[config.mk]
export PLATFORM = sky130hd
export DESIGN_NAME = fmc_top
export DESIGN_NICKNAME = d
export VERILOG_FILES = /design/src/fmc_pkg.sv /design/src/fmc_if.sv /design/src/fmc_collect.sv /design/src/fmc_reply.sv /design/src/fmc_top.sv
export SDC_FILE = /design/constraint.sdc
export NUM_CORES = 1
export LEC_CHECK = 0
export BUFFER_PORTS_ARGS = -buffer_cell sky130_fd_sc_hd__buf_2
export CORE_UTILIZATION = 30
export DETAILED_ROUTE_END_ITERATION = 12
export HOLD_SLACK_MARGIN = 0.08
export PLACE_DENSITY = 0.56
export SLEW_MARGIN = 0
export SYNTH_ARGS = -nofsm -noshare
export SYNTH_HDL_FRONTEND = slang
export SYNTH_HIERARCHICAL = 1
export SYNTH_SLANG_ARGS = --single-unit
[constraint.sdc]
create_clock -name pclk -period 8 [get_ports pclk]
set_input_delay 1.2 -clock pclk [delete_from_list [all_inputs] [get_ports pclk]]
set_output_delay 1.2 -clock pclk [all_outputs]
set_load 0.05 [all_outputs]
[src/fmc_pkg.sv]
// Constants shared by the FM transmitter command slice
package fmc_pkg;
  // Opcodes and power-up functions
  localparam logic [7:0] OP_POWER_UP   = 8'h01;
  localparam logic [7:0] OP_REV_QUERY  = 8'h10;
  localparam logic [7:0] OP_POWER_DOWN = 8'h11;
  localparam logic [7:0] OP_SET_CFG    = 8'h12;
  localparam logic [3:0] FN_TRANSMIT   = 4'h2;
  localparam logic [3:0] FN_LIB_QUERY  = 4'hF;
  localparam logic [7:0] OPMODE_DIGITAL = 8'h0F;
  // Argument counts and reply lengths
  localparam logic [2:0] NARG_POWER_UP = 3'h2;
  localparam logic [2:0] NARG_SET_CFG  = 3'h5;
  localparam logic [3:0] LEN_LIB_REPLY = 4'h7;
  localparam logic [3:0] LEN_REV_REPLY = 4'h8;
  // Field positions
  localparam int STAT_CTS_BIT  = 7;
  localparam int STAT_ERR_BIT  = 6;
  localparam int ARG_CTSIEN    = 7;
  localparam int ARG_GPO2OEN   = 6;
  localparam int IRQ_CTS_BIT   = 0;
  localparam int IRQ_ERR_BIT   = 1;
  localparam int IRQ_FLAG_BIT  = 2;
  localparam int PIN_TWO_OE    = 1;
  localparam int PIN_THREE_OE  = 2;
  localparam int PIN_TWO_LVL   = 9;
  localparam int PIN_THREE_LVL = 10;
  localparam logic [15:0] PIN_CTL_ID = 16'h0001;
  // Register offsets
  localparam logic [7:0] OFF_CMD      = 8'h00;
  localparam logic [7:0] OFF_REPLY    = 8'h04;
  localparam logic [7:0] OFF_STATE    = 8'h08;
  localparam logic [7:0] OFF_IRQ_STAT = 8'h0C;
  localparam logic [7:0] OFF_IRQ_MASK = 8'h10;
  localparam logic [7:0] OFF_CFG      = 8'h14;
  localparam logic [2:0] RST_IRQ_MASK = 3'h0;
  // Command execution time
  localparam int CLK_PERIOD_PS = 4000;
  localparam int EXEC_TIME_NS  = 40;
  localparam int EXEC_CYC = (EXEC_TIME_NS * 1000 + CLK_PERIOD_PS - 1) / CLK_PERIOD_PS;
endpackage

[src/fmc_if.sv]
// Internal carrier between command front end, collector and reply buffer
`timescale 1ns/1ps
interface fmc_if;
  logic        byte_vld;
  logic [7:0]  byte_dat;
  logic        collecting;
  logic        cmd_vld;
  logic [7:0]  opcode;
  logic [39:0] args;
  logic        rep_load;
  logic [3:0]  rep_len;
  logic [63:0] rep_bytes;
  logic        rep_pop;
  logic [7:0]  rep_dat;
  logic        rep_more;
  modport coll (input byte_vld, byte_dat, output collecting, cmd_vld, opcode, args);
  modport rply (input rep_load, rep_len, rep_bytes, rep_pop, output rep_dat, rep_more);
endinterface

[src/fmc_collect.sv]
// Gathers an opcode and its argument bytes into one command
`timescale 1ns/1ps
module fmc_collect (
  input wire logic pclk,
  input wire logic presetn,
  fmc_if.coll      bus
);
  logic [2:0]  left_r;
  logic [2:0]  idx_r;
  logic [7:0]  op_r;
  logic [39:0] args_r;
  logic        done_r;
  logic [2:0]  nargs;

  // Argument count per opcode
  always_comb begin
    case (bus.byte_dat)
      fmc_pkg::OP_POWER_UP: nargs = fmc_pkg::NARG_POWER_UP;
      fmc_pkg::OP_SET_CFG:  nargs = fmc_pkg::NARG_SET_CFG;
      default:              nargs = 3'h0;
    endcase
  end

  // Byte sequencing
  always_ff @(posedge pclk or negedge presetn) begin
    if (!presetn) begin
      left_r <= 3'h0;
      idx_r  <= 3'h0;
      op_r   <= 8'h00;
      done_r <= 1'b0;
    end else begin
      done_r <= 1'b0;
      if (bus.byte_vld) begin
        if (left_r == 3'h0) begin
          op_r   <= bus.byte_dat;
          left_r <= nargs;
          idx_r  <= 3'h0;
          done_r <= (nargs == 3'h0);
        end else begin
          left_r <= left_r - 3'h1;
          idx_r  <= idx_r + 3'h1;
          done_r <= (left_r == 3'h1);
        end
      end
    end
  end

  // Argument storage, first argument in the low byte
  always_ff @(posedge pclk or negedge presetn) begin
    if (!presetn) begin
      args_r <= 40'h0;
    end else if (bus.byte_vld && left_r != 3'h0) begin
      args_r[8*idx_r +: 8] <= bus.byte_dat;
    end
  end

  assign bus.collecting = (left_r != 3'h0);
  assign bus.cmd_vld    = done_r;
  assign bus.opcode     = op_r;
  assign bus.args       = args_r;
endmodule

[src/fmc_reply.sv]
// Holds reply bytes and hands them out one per read
`timescale 1ns/1ps
module fmc_reply #(
  parameter int DEPTH = 8
)(
  input wire logic pclk,
  input wire logic presetn,
  fmc_if.rply      bus
);
  localparam int AW = $clog2(DEPTH);
  logic [7:0] mem_r [DEPTH];
  logic [3:0] len_r;
  logic [3:0] pos_r;

  // Reply storage
  always_ff @(posedge pclk) begin
    if (bus.rep_load) begin
      for (int i = 0; i < DEPTH; i++) begin
        mem_r[i] <= bus.rep_bytes[8*i +: 8];
      end
    end
  end

  // Read position
  always_ff @(posedge pclk or negedge presetn) begin
    if (!presetn) begin
      len_r <= 4'h0;
      pos_r <= 4'h0;
    end else if (bus.rep_load) begin
      len_r <= bus.rep_len;
      pos_r <= 4'h0;
    end else if (bus.rep_pop && pos_r < len_r) begin
      pos_r <= pos_r + 4'h1;
    end
  end

  assign bus.rep_more = (pos_r < len_r);
  assign bus.rep_dat  = bus.rep_more ? mem_r[pos_r[AW-1:0]] : 8'h00;
endmodule

[src/fmc_top.sv]
// FM transmitter command slice: APB front end, power state, replies, status
// Function
// - Transmit power-up replies with the status byte alone.
// - Library query reply: status then seven identification bytes.
// - Revision query has no arguments; status plus eight reply bytes.
// - Revision bytes: part, fw major, fw minor, patch high, low, component, chip.
// - Revision query ends when clear-to-send rises, optional interrupt.
// - Power-down has no arguments, returns status, moves to powered down.
// - Powered down, only power-up is answered; others get no response.
// - Set command has five argument bytes: zero, id high, low, value high, low.
// - After power-down or set, clear-to-send rises; no reply bytes.
// - Interrupt use and audio clock use override pin control property.
// - Status byte: cts, error, three reserved, three interrupt flags.
// - Clear-to-send low means wait; high permits the next command.
// - Library query returns to powered down; function two means transmit.
//
// Our own choices: the APB interface to the registers and the placing of the registers.
`timescale 1ns/1ps
module fmc_top #(
  parameter logic [7:0] PART_SUFFIX_BYTE     = 8'h11, // Arbitrary value
  parameter logic [7:0] FIRMWARE_MAJOR_BYTE  = 8'h01, // Arbitrary value
  parameter logic [7:0] FIRMWARE_MINOR_BYTE  = 8'h02, // Arbitrary value
  parameter logic [7:0] PATCH_ID_HIGH        = 8'h00, // Arbitrary value
  parameter logic [7:0] PATCH_ID_LOW         = 8'h00, // Arbitrary value
  parameter logic [7:0] COMPONENT_MAJOR_BYTE = 8'h03, // Arbitrary value
  parameter logic [7:0] COMPONENT_MINOR_BYTE = 8'h00, // Arbitrary value
  parameter logic [7:0] SILICON_REVISION_BYTE = 8'h41, // Arbitrary value
  parameter logic [7:0] LIBRARY_REVISION_BYTE = 8'h05  // Arbitrary value
)(
  input  wire logic        pclk,
  input  wire logic        presetn,
  input  wire logic        psel,
  input  wire logic        penable,
  input  wire logic        pwrite,
  input  wire logic [7:0]  paddr,
  input  wire logic [31:0] pwdata,
  output logic [31:0]      prdata,
  output logic             pready,
  output logic             pslverr,
  output logic             irq,
  input  wire logic        data_service_irq_flag,
  input  wire logic        signal_quality_irq_flag,
  input  wire logic        seek_tune_done_flag,
  output logic             general_output_two_o,
  output logic             general_output_two_oe,
  output logic             general_output_three_o,
  output logic             general_output_three_oe
);
  typedef enum logic {ST_IDLE, ST_EXEC} fmc_state_e;

  fmc_if u_if ();

  fmc_state_e  state_r;
  logic [7:0]  cnt_r;
  logic        cts_r;
  logic        err_r;
  logic        up_r;
  logic        stat_pend_r;
  logic        ctsien_r;
  logic        gpo2oen_r;
  logic [7:0]  opmode_r;
  logic [15:0] cfg_id_r;
  logic [15:0] cfg_val_r;
  logic [15:0] pin_ctl_r;
  logic [2:0]  flags_r;
  logic [2:0]  irq_stat_r;
  logic [2:0]  irq_mask_r;
  logic [31:0] prdata_r;
  logic        pready_r;
  logic        pslverr_r;
  logic        irq_r;
  logic        two_o_r;
  logic        two_oe_r;
  logic        three_o_r;
  logic        three_oe_r;

  logic        setup;
  logic        acc;
  logic        wr_cmd;
  logic        rd_reply;
  logic        rd_irq;
  logic        mapped;
  logic        finish;
  logic [7:0]  status_byte;
  logic [7:0]  arg1;
  logic        fin_err;
  logic        fin_up;
  logic        fin_cts_ie;
  logic [2:0]  irq_ev;
  logic [2:0]  irq_stat_nxt;

  // Command collector and reply buffer
  fmc_collect u_collect (
    .pclk    (pclk),
    .presetn (presetn),
    .bus     (u_if.coll)
  );

  fmc_reply #(.DEPTH(8)) u_reply (
    .pclk    (pclk),
    .presetn (presetn),
    .bus     (u_if.rply)
  );

  // APB phase decode; side effects only at the completing edge
  assign setup    = psel && !penable;
  assign acc      = psel && penable && pready_r;
  assign wr_cmd   = acc && pwrite && paddr == fmc_pkg::OFF_CMD && !pslverr_r;
  assign rd_reply = acc && !pwrite && paddr == fmc_pkg::OFF_REPLY;
  assign rd_irq   = acc && !pwrite && paddr == fmc_pkg::OFF_IRQ_STAT;

  always_comb begin
    case (paddr)
      fmc_pkg::OFF_CMD, fmc_pkg::OFF_REPLY, fmc_pkg::OFF_STATE,
      fmc_pkg::OFF_IRQ_STAT, fmc_pkg::OFF_IRQ_MASK, fmc_pkg::OFF_CFG: mapped = 1'b1;
      default: mapped = 1'b0;
    endcase
  end

  // Status byte, reserved bits read as zero
  assign status_byte = {cts_r, err_r, 3'b000, flags_r};

  // Command bytes enter only when clear to send; powered down, only power-up starts one
  assign u_if.byte_vld = wr_cmd && cts_r && state_r == ST_IDLE &&
    (up_r || u_if.collecting || pwdata[7:0] == fmc_pkg::OP_POWER_UP);
  assign u_if.byte_dat = pwdata[7:0];
  assign u_if.rep_pop  = rd_reply && !stat_pend_r;

  assign finish = (state_r == ST_EXEC) && (cnt_r == 8'h00);
  assign arg1   = u_if.args[7:0];

  // Outcome of the command in execution
  always_comb begin
    fin_err        = 1'b0;
    fin_up         = up_r;
    fin_cts_ie     = ctsien_r;
    u_if.rep_len   = 4'h0;
    u_if.rep_bytes = 64'h0;
    if (!up_r) begin
      fin_cts_ie = arg1[fmc_pkg::ARG_CTSIEN];
      if (arg1[3:0] == fmc_pkg::FN_TRANSMIT) begin
        fin_up = 1'b1;
      end else if (arg1[3:0] == fmc_pkg::FN_LIB_QUERY) begin
        u_if.rep_len   = fmc_pkg::LEN_LIB_REPLY;
        u_if.rep_bytes = {8'h00, LIBRARY_REVISION_BYTE, SILICON_REVISION_BYTE,
                          8'h00, 8'h00, FIRMWARE_MINOR_BYTE, FIRMWARE_MAJOR_BYTE,
                          PART_SUFFIX_BYTE};
      end else begin
        fin_err = 1'b1;
      end
    end else begin
      case (u_if.opcode)
        fmc_pkg::OP_REV_QUERY: begin
          u_if.rep_len   = fmc_pkg::LEN_REV_REPLY;
          u_if.rep_bytes = {SILICON_REVISION_BYTE, COMPONENT_MINOR_BYTE,
                            COMPONENT_MAJOR_BYTE, PATCH_ID_LOW, PATCH_ID_HIGH,
                            FIRMWARE_MINOR_BYTE, FIRMWARE_MAJOR_BYTE,
                            PART_SUFFIX_BYTE};
        end
        fmc_pkg::OP_POWER_DOWN: fin_up = 1'b0;
        fmc_pkg::OP_SET_CFG:    fin_err = (arg1 != 8'h00);
        default:                fin_err = 1'b1;
      endcase
    end
  end

  assign u_if.rep_load = finish;

  // Execution sequencer: clear-to-send drops for the whole execution
  always_ff @(posedge pclk or negedge presetn) begin
    if (!presetn) begin
      state_r <= ST_IDLE;
      cnt_r   <= 8'h00;
      cts_r   <= 1'b1;
    end else begin
      unique case (state_r)
        ST_IDLE: begin
          if (u_if.cmd_vld) begin
            state_r <= ST_EXEC;
            cnt_r   <= 8'(fmc_pkg::EXEC_CYC - 1);
            cts_r   <= 1'b0;
          end
        end
        ST_EXEC: begin
          if (finish) begin
            state_r <= ST_IDLE;
            cts_r   <= 1'b1;
          end else begin
            cnt_r <= cnt_r - 8'h01;
          end
        end
      endcase
    end
  end

  // Power state, error flag and power-up options
  always_ff @(posedge pclk or negedge presetn) begin
    if (!presetn) begin
      up_r      <= 1'b0;
      err_r     <= 1'b0;
      ctsien_r  <= 1'b0;
      gpo2oen_r <= 1'b0;
      opmode_r  <= 8'h00;
    end else if (finish) begin
      up_r  <= fin_up;
      err_r <= fin_err;
      if (!up_r && fin_up) begin
        ctsien_r  <= arg1[fmc_pkg::ARG_CTSIEN];
        gpo2oen_r <= arg1[fmc_pkg::ARG_GPO2OEN];
        opmode_r  <= u_if.args[15:8];
      end
    end
  end

  // Stored configuration value and pin control property
  always_ff @(posedge pclk or negedge presetn) begin
    if (!presetn) begin
      cfg_id_r  <= 16'h0000;
      cfg_val_r <= 16'h0000;
      pin_ctl_r <= 16'h0000;
    end else if (finish && up_r && u_if.opcode == fmc_pkg::OP_SET_CFG && !fin_err) begin
      cfg_id_r  <= {u_if.args[15:8], u_if.args[23:16]};
      cfg_val_r <= {u_if.args[31:24], u_if.args[39:32]};
      if ({u_if.args[15:8], u_if.args[23:16]} == fmc_pkg::PIN_CTL_ID) begin
        pin_ctl_r <= {u_if.args[31:24], u_if.args[39:32]};
      end
    end
  end

  // Status byte leads each reply stream
  always_ff @(posedge pclk or negedge presetn) begin
    if (!presetn) begin
      stat_pend_r <= 1'b0;
    end else if (finish) begin
      stat_pend_r <= 1'b1;
    end else if (rd_reply) begin
      stat_pend_r <= 1'b0;
    end
  end

  // Interrupt flags from the receive path
  always_ff @(posedge pclk or negedge presetn) begin
    if (!presetn) begin
      flags_r <= 3'b000;
    end else begin
      flags_r <= {data_service_irq_flag, signal_quality_irq_flag, seek_tune_done_flag};
    end
  end

  // Sticky events; a new event wins over a read-clear of the same bit
  always_comb begin
    irq_ev = 3'b000;
    irq_ev[fmc_pkg::IRQ_CTS_BIT]  = finish && fin_cts_ie;
    irq_ev[fmc_pkg::IRQ_ERR_BIT]  = finish && fin_err;
    irq_ev[fmc_pkg::IRQ_FLAG_BIT] = |({data_service_irq_flag, signal_quality_irq_flag,
                                      seek_tune_done_flag} & ~flags_r);
    irq_stat_nxt = irq_stat_r;
    if (rd_irq) begin
      irq_stat_nxt = irq_stat_r & ~prdata_r[2:0];
    end
    irq_stat_nxt = irq_stat_nxt | irq_ev;
  end

  always_ff @(posedge pclk or negedge presetn) begin
    if (!presetn) begin
      irq_stat_r <= 3'b000;
      irq_r      <= 1'b0;
    end else begin
      irq_stat_r <= irq_stat_nxt;
      irq_r      <= |(irq_stat_nxt & irq_mask_r);
    end
  end

  // Interrupt mask register
  always_ff @(posedge pclk or negedge presetn) begin
    if (!presetn) begin
      irq_mask_r <= fmc_pkg::RST_IRQ_MASK;
    end else if (acc && pwrite && paddr == fmc_pkg::OFF_IRQ_MASK) begin
      irq_mask_r <= pwdata[2:0];
    end
  end

  // APB answer prepared in setup, presented in the access cycle
  always_ff @(posedge pclk or negedge presetn) begin
    if (!presetn) begin
      prdata_r  <= 32'h0000_0000;
      pready_r  <= 1'b0;
      pslverr_r <= 1'b0;
    end else begin
      pready_r  <= setup;
      pslverr_r <= setup && !mapped;
      if (setup && !pwrite) begin
        case (paddr)
          fmc_pkg::OFF_REPLY:    prdata_r <= {24'h0, stat_pend_r ? status_byte : u_if.rep_dat};
          fmc_pkg::OFF_STATE:    prdata_r <= {23'h0, up_r, status_byte};
          fmc_pkg::OFF_IRQ_STAT: prdata_r <= {29'h0, irq_stat_r};
          fmc_pkg::OFF_IRQ_MASK: prdata_r <= {29'h0, irq_mask_r};
          fmc_pkg::OFF_CFG:      prdata_r <= {cfg_id_r, cfg_val_r};
          default:               prdata_r <= 32'h0000_0000;
        endcase
      end
    end
  end

  // General outputs: interrupt and audio clock uses override pin control
  always_ff @(posedge pclk or negedge presetn) begin
    if (!presetn) begin
      two_o_r    <= 1'b0;
      two_oe_r   <= 1'b0;
      three_o_r  <= 1'b0;
      three_oe_r <= 1'b0;
    end else begin
      if (up_r && gpo2oen_r) begin
        two_oe_r <= 1'b1;
        two_o_r  <= !irq_r;
      end else begin
        two_oe_r <= pin_ctl_r[fmc_pkg::PIN_TWO_OE];
        two_o_r  <= pin_ctl_r[fmc_pkg::PIN_TWO_LVL];
      end
      if (up_r && opmode_r == fmc_pkg::OPMODE_DIGITAL) begin
        three_oe_r <= 1'b0;
        three_o_r  <= 1'b0;
      end else begin
        three_oe_r <= pin_ctl_r[fmc_pkg::PIN_THREE_OE];
        three_o_r  <= pin_ctl_r[fmc_pkg::PIN_THREE_LVL];
      end
    end
  end

  assign prdata                  = prdata_r;
  assign pready                  = pready_r;
  assign pslverr                 = pslverr_r;
  assign irq                     = irq_r;
  assign general_output_two_o    = two_o_r;
  assign general_output_two_oe   = two_oe_r;
  assign general_output_three_o  = three_o_r;
  assign general_output_three_oe = three_oe_r;
endmodule

==> flow_summary.toml <==
[synthesis]
synth_warnings = 6
ys.flop_type = "dfrtp_1"
syn_inst = 810
synth_edf_count = 64
syn_avg_cell_area_um2 = 12.9
synth_seq_area_share_pct = 59.1
synthArstFlopShare_pct = 72.6
ys_ff_latch = 234
synth_cell_types = 69
syn_area_um2 = 10400

[sta]
fin_setup_tns_ns = 0
setup-violations-final = 0
worst_pin_slew_ns = 1.09
hold_viol_final = 0
relSlewSlack_pct = 26.5
fin_crit_ns = 3.54
grt_setup_unrepaired = "no"
clock_skew_ns = 0.0426
timing.fmax_mhz = 282
slew_violations = 0
setup_slack_ns = 4.46
fin_crit_sh_pct = 44.3

[global_route]
antenna_found_initial = 2
grt_start_max_net_pins = 96
grt_pass1_wl_um = 36300
grt_use_total_pct = 12.7
gr-total-overflow = 0
grt_pass1_vias = 6703

[drt]
vias_per_cell = 4.61
post-route-drc-count = 0
drt_iter0_markers = 375
first_pass_iters = 4
vias = 6423
wl_um = 22100
ant_nets = 0
wl_per_cell_um = 15.8

[finish]
mostFrequentLayoutCell = "dfrtp_1"
fin_nets = 993
syn2layout_area_growth_pct = 16.4
antenna_cells = 0
drive_above_1_share_pct = 23.5
fin_util_pct = 35.9
fin_area_um2 = 12200
most-common-layout-cells = "dfrtp_1 (169), nand2_1 (101), edfxtp_1 (64)"

[power_and_ir_drop]
leakagePower_uw = 0.00551
p_total_uw = 2360
powerDensity_nw_per_um2 = 194
ir_drop_uv = 144

[run_status]
status = "completed"

[worst_hold_path]
hold_path.class = "flop to flop"

[placed_design]
gp_congestion = 0.787
dpl_cell_area_um2 = 11400
place_ws_ns = 3.89
hpwl_um = 14600
port_buffers = 62

[cts]
clkLatencyLatePin_ns = 0.54
cts_root_buf = "clkbuf_16"
clock-sinks = 234
cts-htree-levels = 1
cts.repair_timing.setup_buffer_count = 0
cts-buffers-inserted = 26
cts_resized = 0
clk_path_buf_depth = 3
cts.clk_slew.worst_paths_ns = 0.06
hold_buffers = 0
cts_tree = "done"

[critical_path]
crit_path_start_kind = "primary input"
crit_path_end_kind = "flop"
path_max_fanout = 13
arrival_ns = 3.96
path_class = "primary input to flop"
required_ns = 8.42

[floorplanning]
die_h_um = 189
dieArea_um2 = 35600
die_w_um = 189
io_pins = 87
core.rowCount = 67
core_um2 = 33900
initial_utilization_pct = 30.8

[job]
drv_cap = 0
registers in the layout, indices dropped and copies added (netlist names), 8 cells and up:
signal                count
u_reply/mem_r            64
u_collect/bus.args       40
prdata                   32
cfg_id_r                 16
cfg_val_r                16
cnt_r                     8
opmode_r                  8
u_collect/bus.opcode      8
final cells by class:
| cell class | count | area, µm² |
|---|---|---|
| fill | 3321 | 21700 |
| sequential | 234 | 6180 |
| multi-input combinational | 546 | 4080 |
| clock buffer | 40 | 733 |
| tap | 448 | 561 |
| timing repair buffer | 74 | 407 |
| inverter | 47 | 176 |
| clock inverter | 3 | 26.3 |
metal layers:
| metal | up-vias | global-route usage (%) | part of all wire (%) |
|---|---|---|---|
| li1 | 3076 | - | - |
| met1 | 3200 | 17.9 | 48 |
| met2 | 113 | 20.2 | 46 |
| met3 | 32 | 2.09 | 4.4 |
| met4 | 2 | 3.29 | 1.6 |
| met5 | - | 0 | 0.059 |
through the flow:
| step | std cells | hold slack [ns] |
|---|---|---|
| after floorplan | 862 | 0.428 |
| after global placement | 1349 | 0.448 |
| after detailed placement | 1349 | 0.451 |
| after CTS | 1392 | 0.464 |
| after global routing | 1392 | 0.482 |
| final | 1392 | 0.458 |
worst max-delay path, cell delays in order:
cell      delay [ns]
buf_2           0.10
nor4_1          0.39
nand2b_1        0.32
nor4_2          0.32
buf_4           0.23
nand2_1         0.22
nor4_4          0.77
mux2_2          0.41
power by group:
group / total [µW] / internal [µW] / switching [µW] / leakage, µW
Combinational: 51.7 / 9.42 / 42.3 / 0.00238
Sequential: 1230 / 1230 / 0.952 / 0.00276
Clock: 1070 / 624 / 448 / 0.000370
Total: 2360 / 1860 / 492 / 0.00551
Yosys cell counts (all sizes together) (10+ instances only):
master / count / area [µm²]
clkbuf: 12 / 48.8
mux2i: 43 / 430
and3: 11 / 68.8
mux2: 93 / 1220
nand3: 38 / 195
inv: 47 / 176
dfrtp: 169 / 4230
nor4: 13 / 126
o21ai: 25 / 129
nand2: 101 / 379
buf: 23 / 179
edfxtp: 64 / 1920
o22ai: 10 / 62.6
ha: 16 / 200
nor3: 12 / 60.1
nor2: 19 / 73.8
final timing paths:
kind	end	slack [ns]	startpoint	cells past startpoint
setup / recovery	u_collect/bus.args[39]	4.46	paddr[6]	8
hold / removal	prdata[20]	0.46	prdata[20]	2
setup reg to reg	u_collect/bus.args[39]	4.99	u_collect/left_r[0]	10
hold reg to reg	prdata[20]	0.46	prdata[20]	2
max in group asynchronous	opmode_r[4]	5.77	presetn	2
min in group asynchronous	cfg_val_r[10]	0.76	presetn	1
kinds of logic after synthesis:
logic type / Yosys count / share of synthesized area, %
other: 1 / 0.0359
buffers and inverters: 82 / 3.87
flip-flops: 234 / 59.1
AO/OA/AOI/OAI: 79 / 5.35
adder cells (fa/ha/maj): 16 / 1.92
AND/OR/NAND/NOR: 256 / 13.3
XOR/XNOR: 6 / 0.503
multiplexers: 136 / 15.8
(Power assumes the default switching activity.)
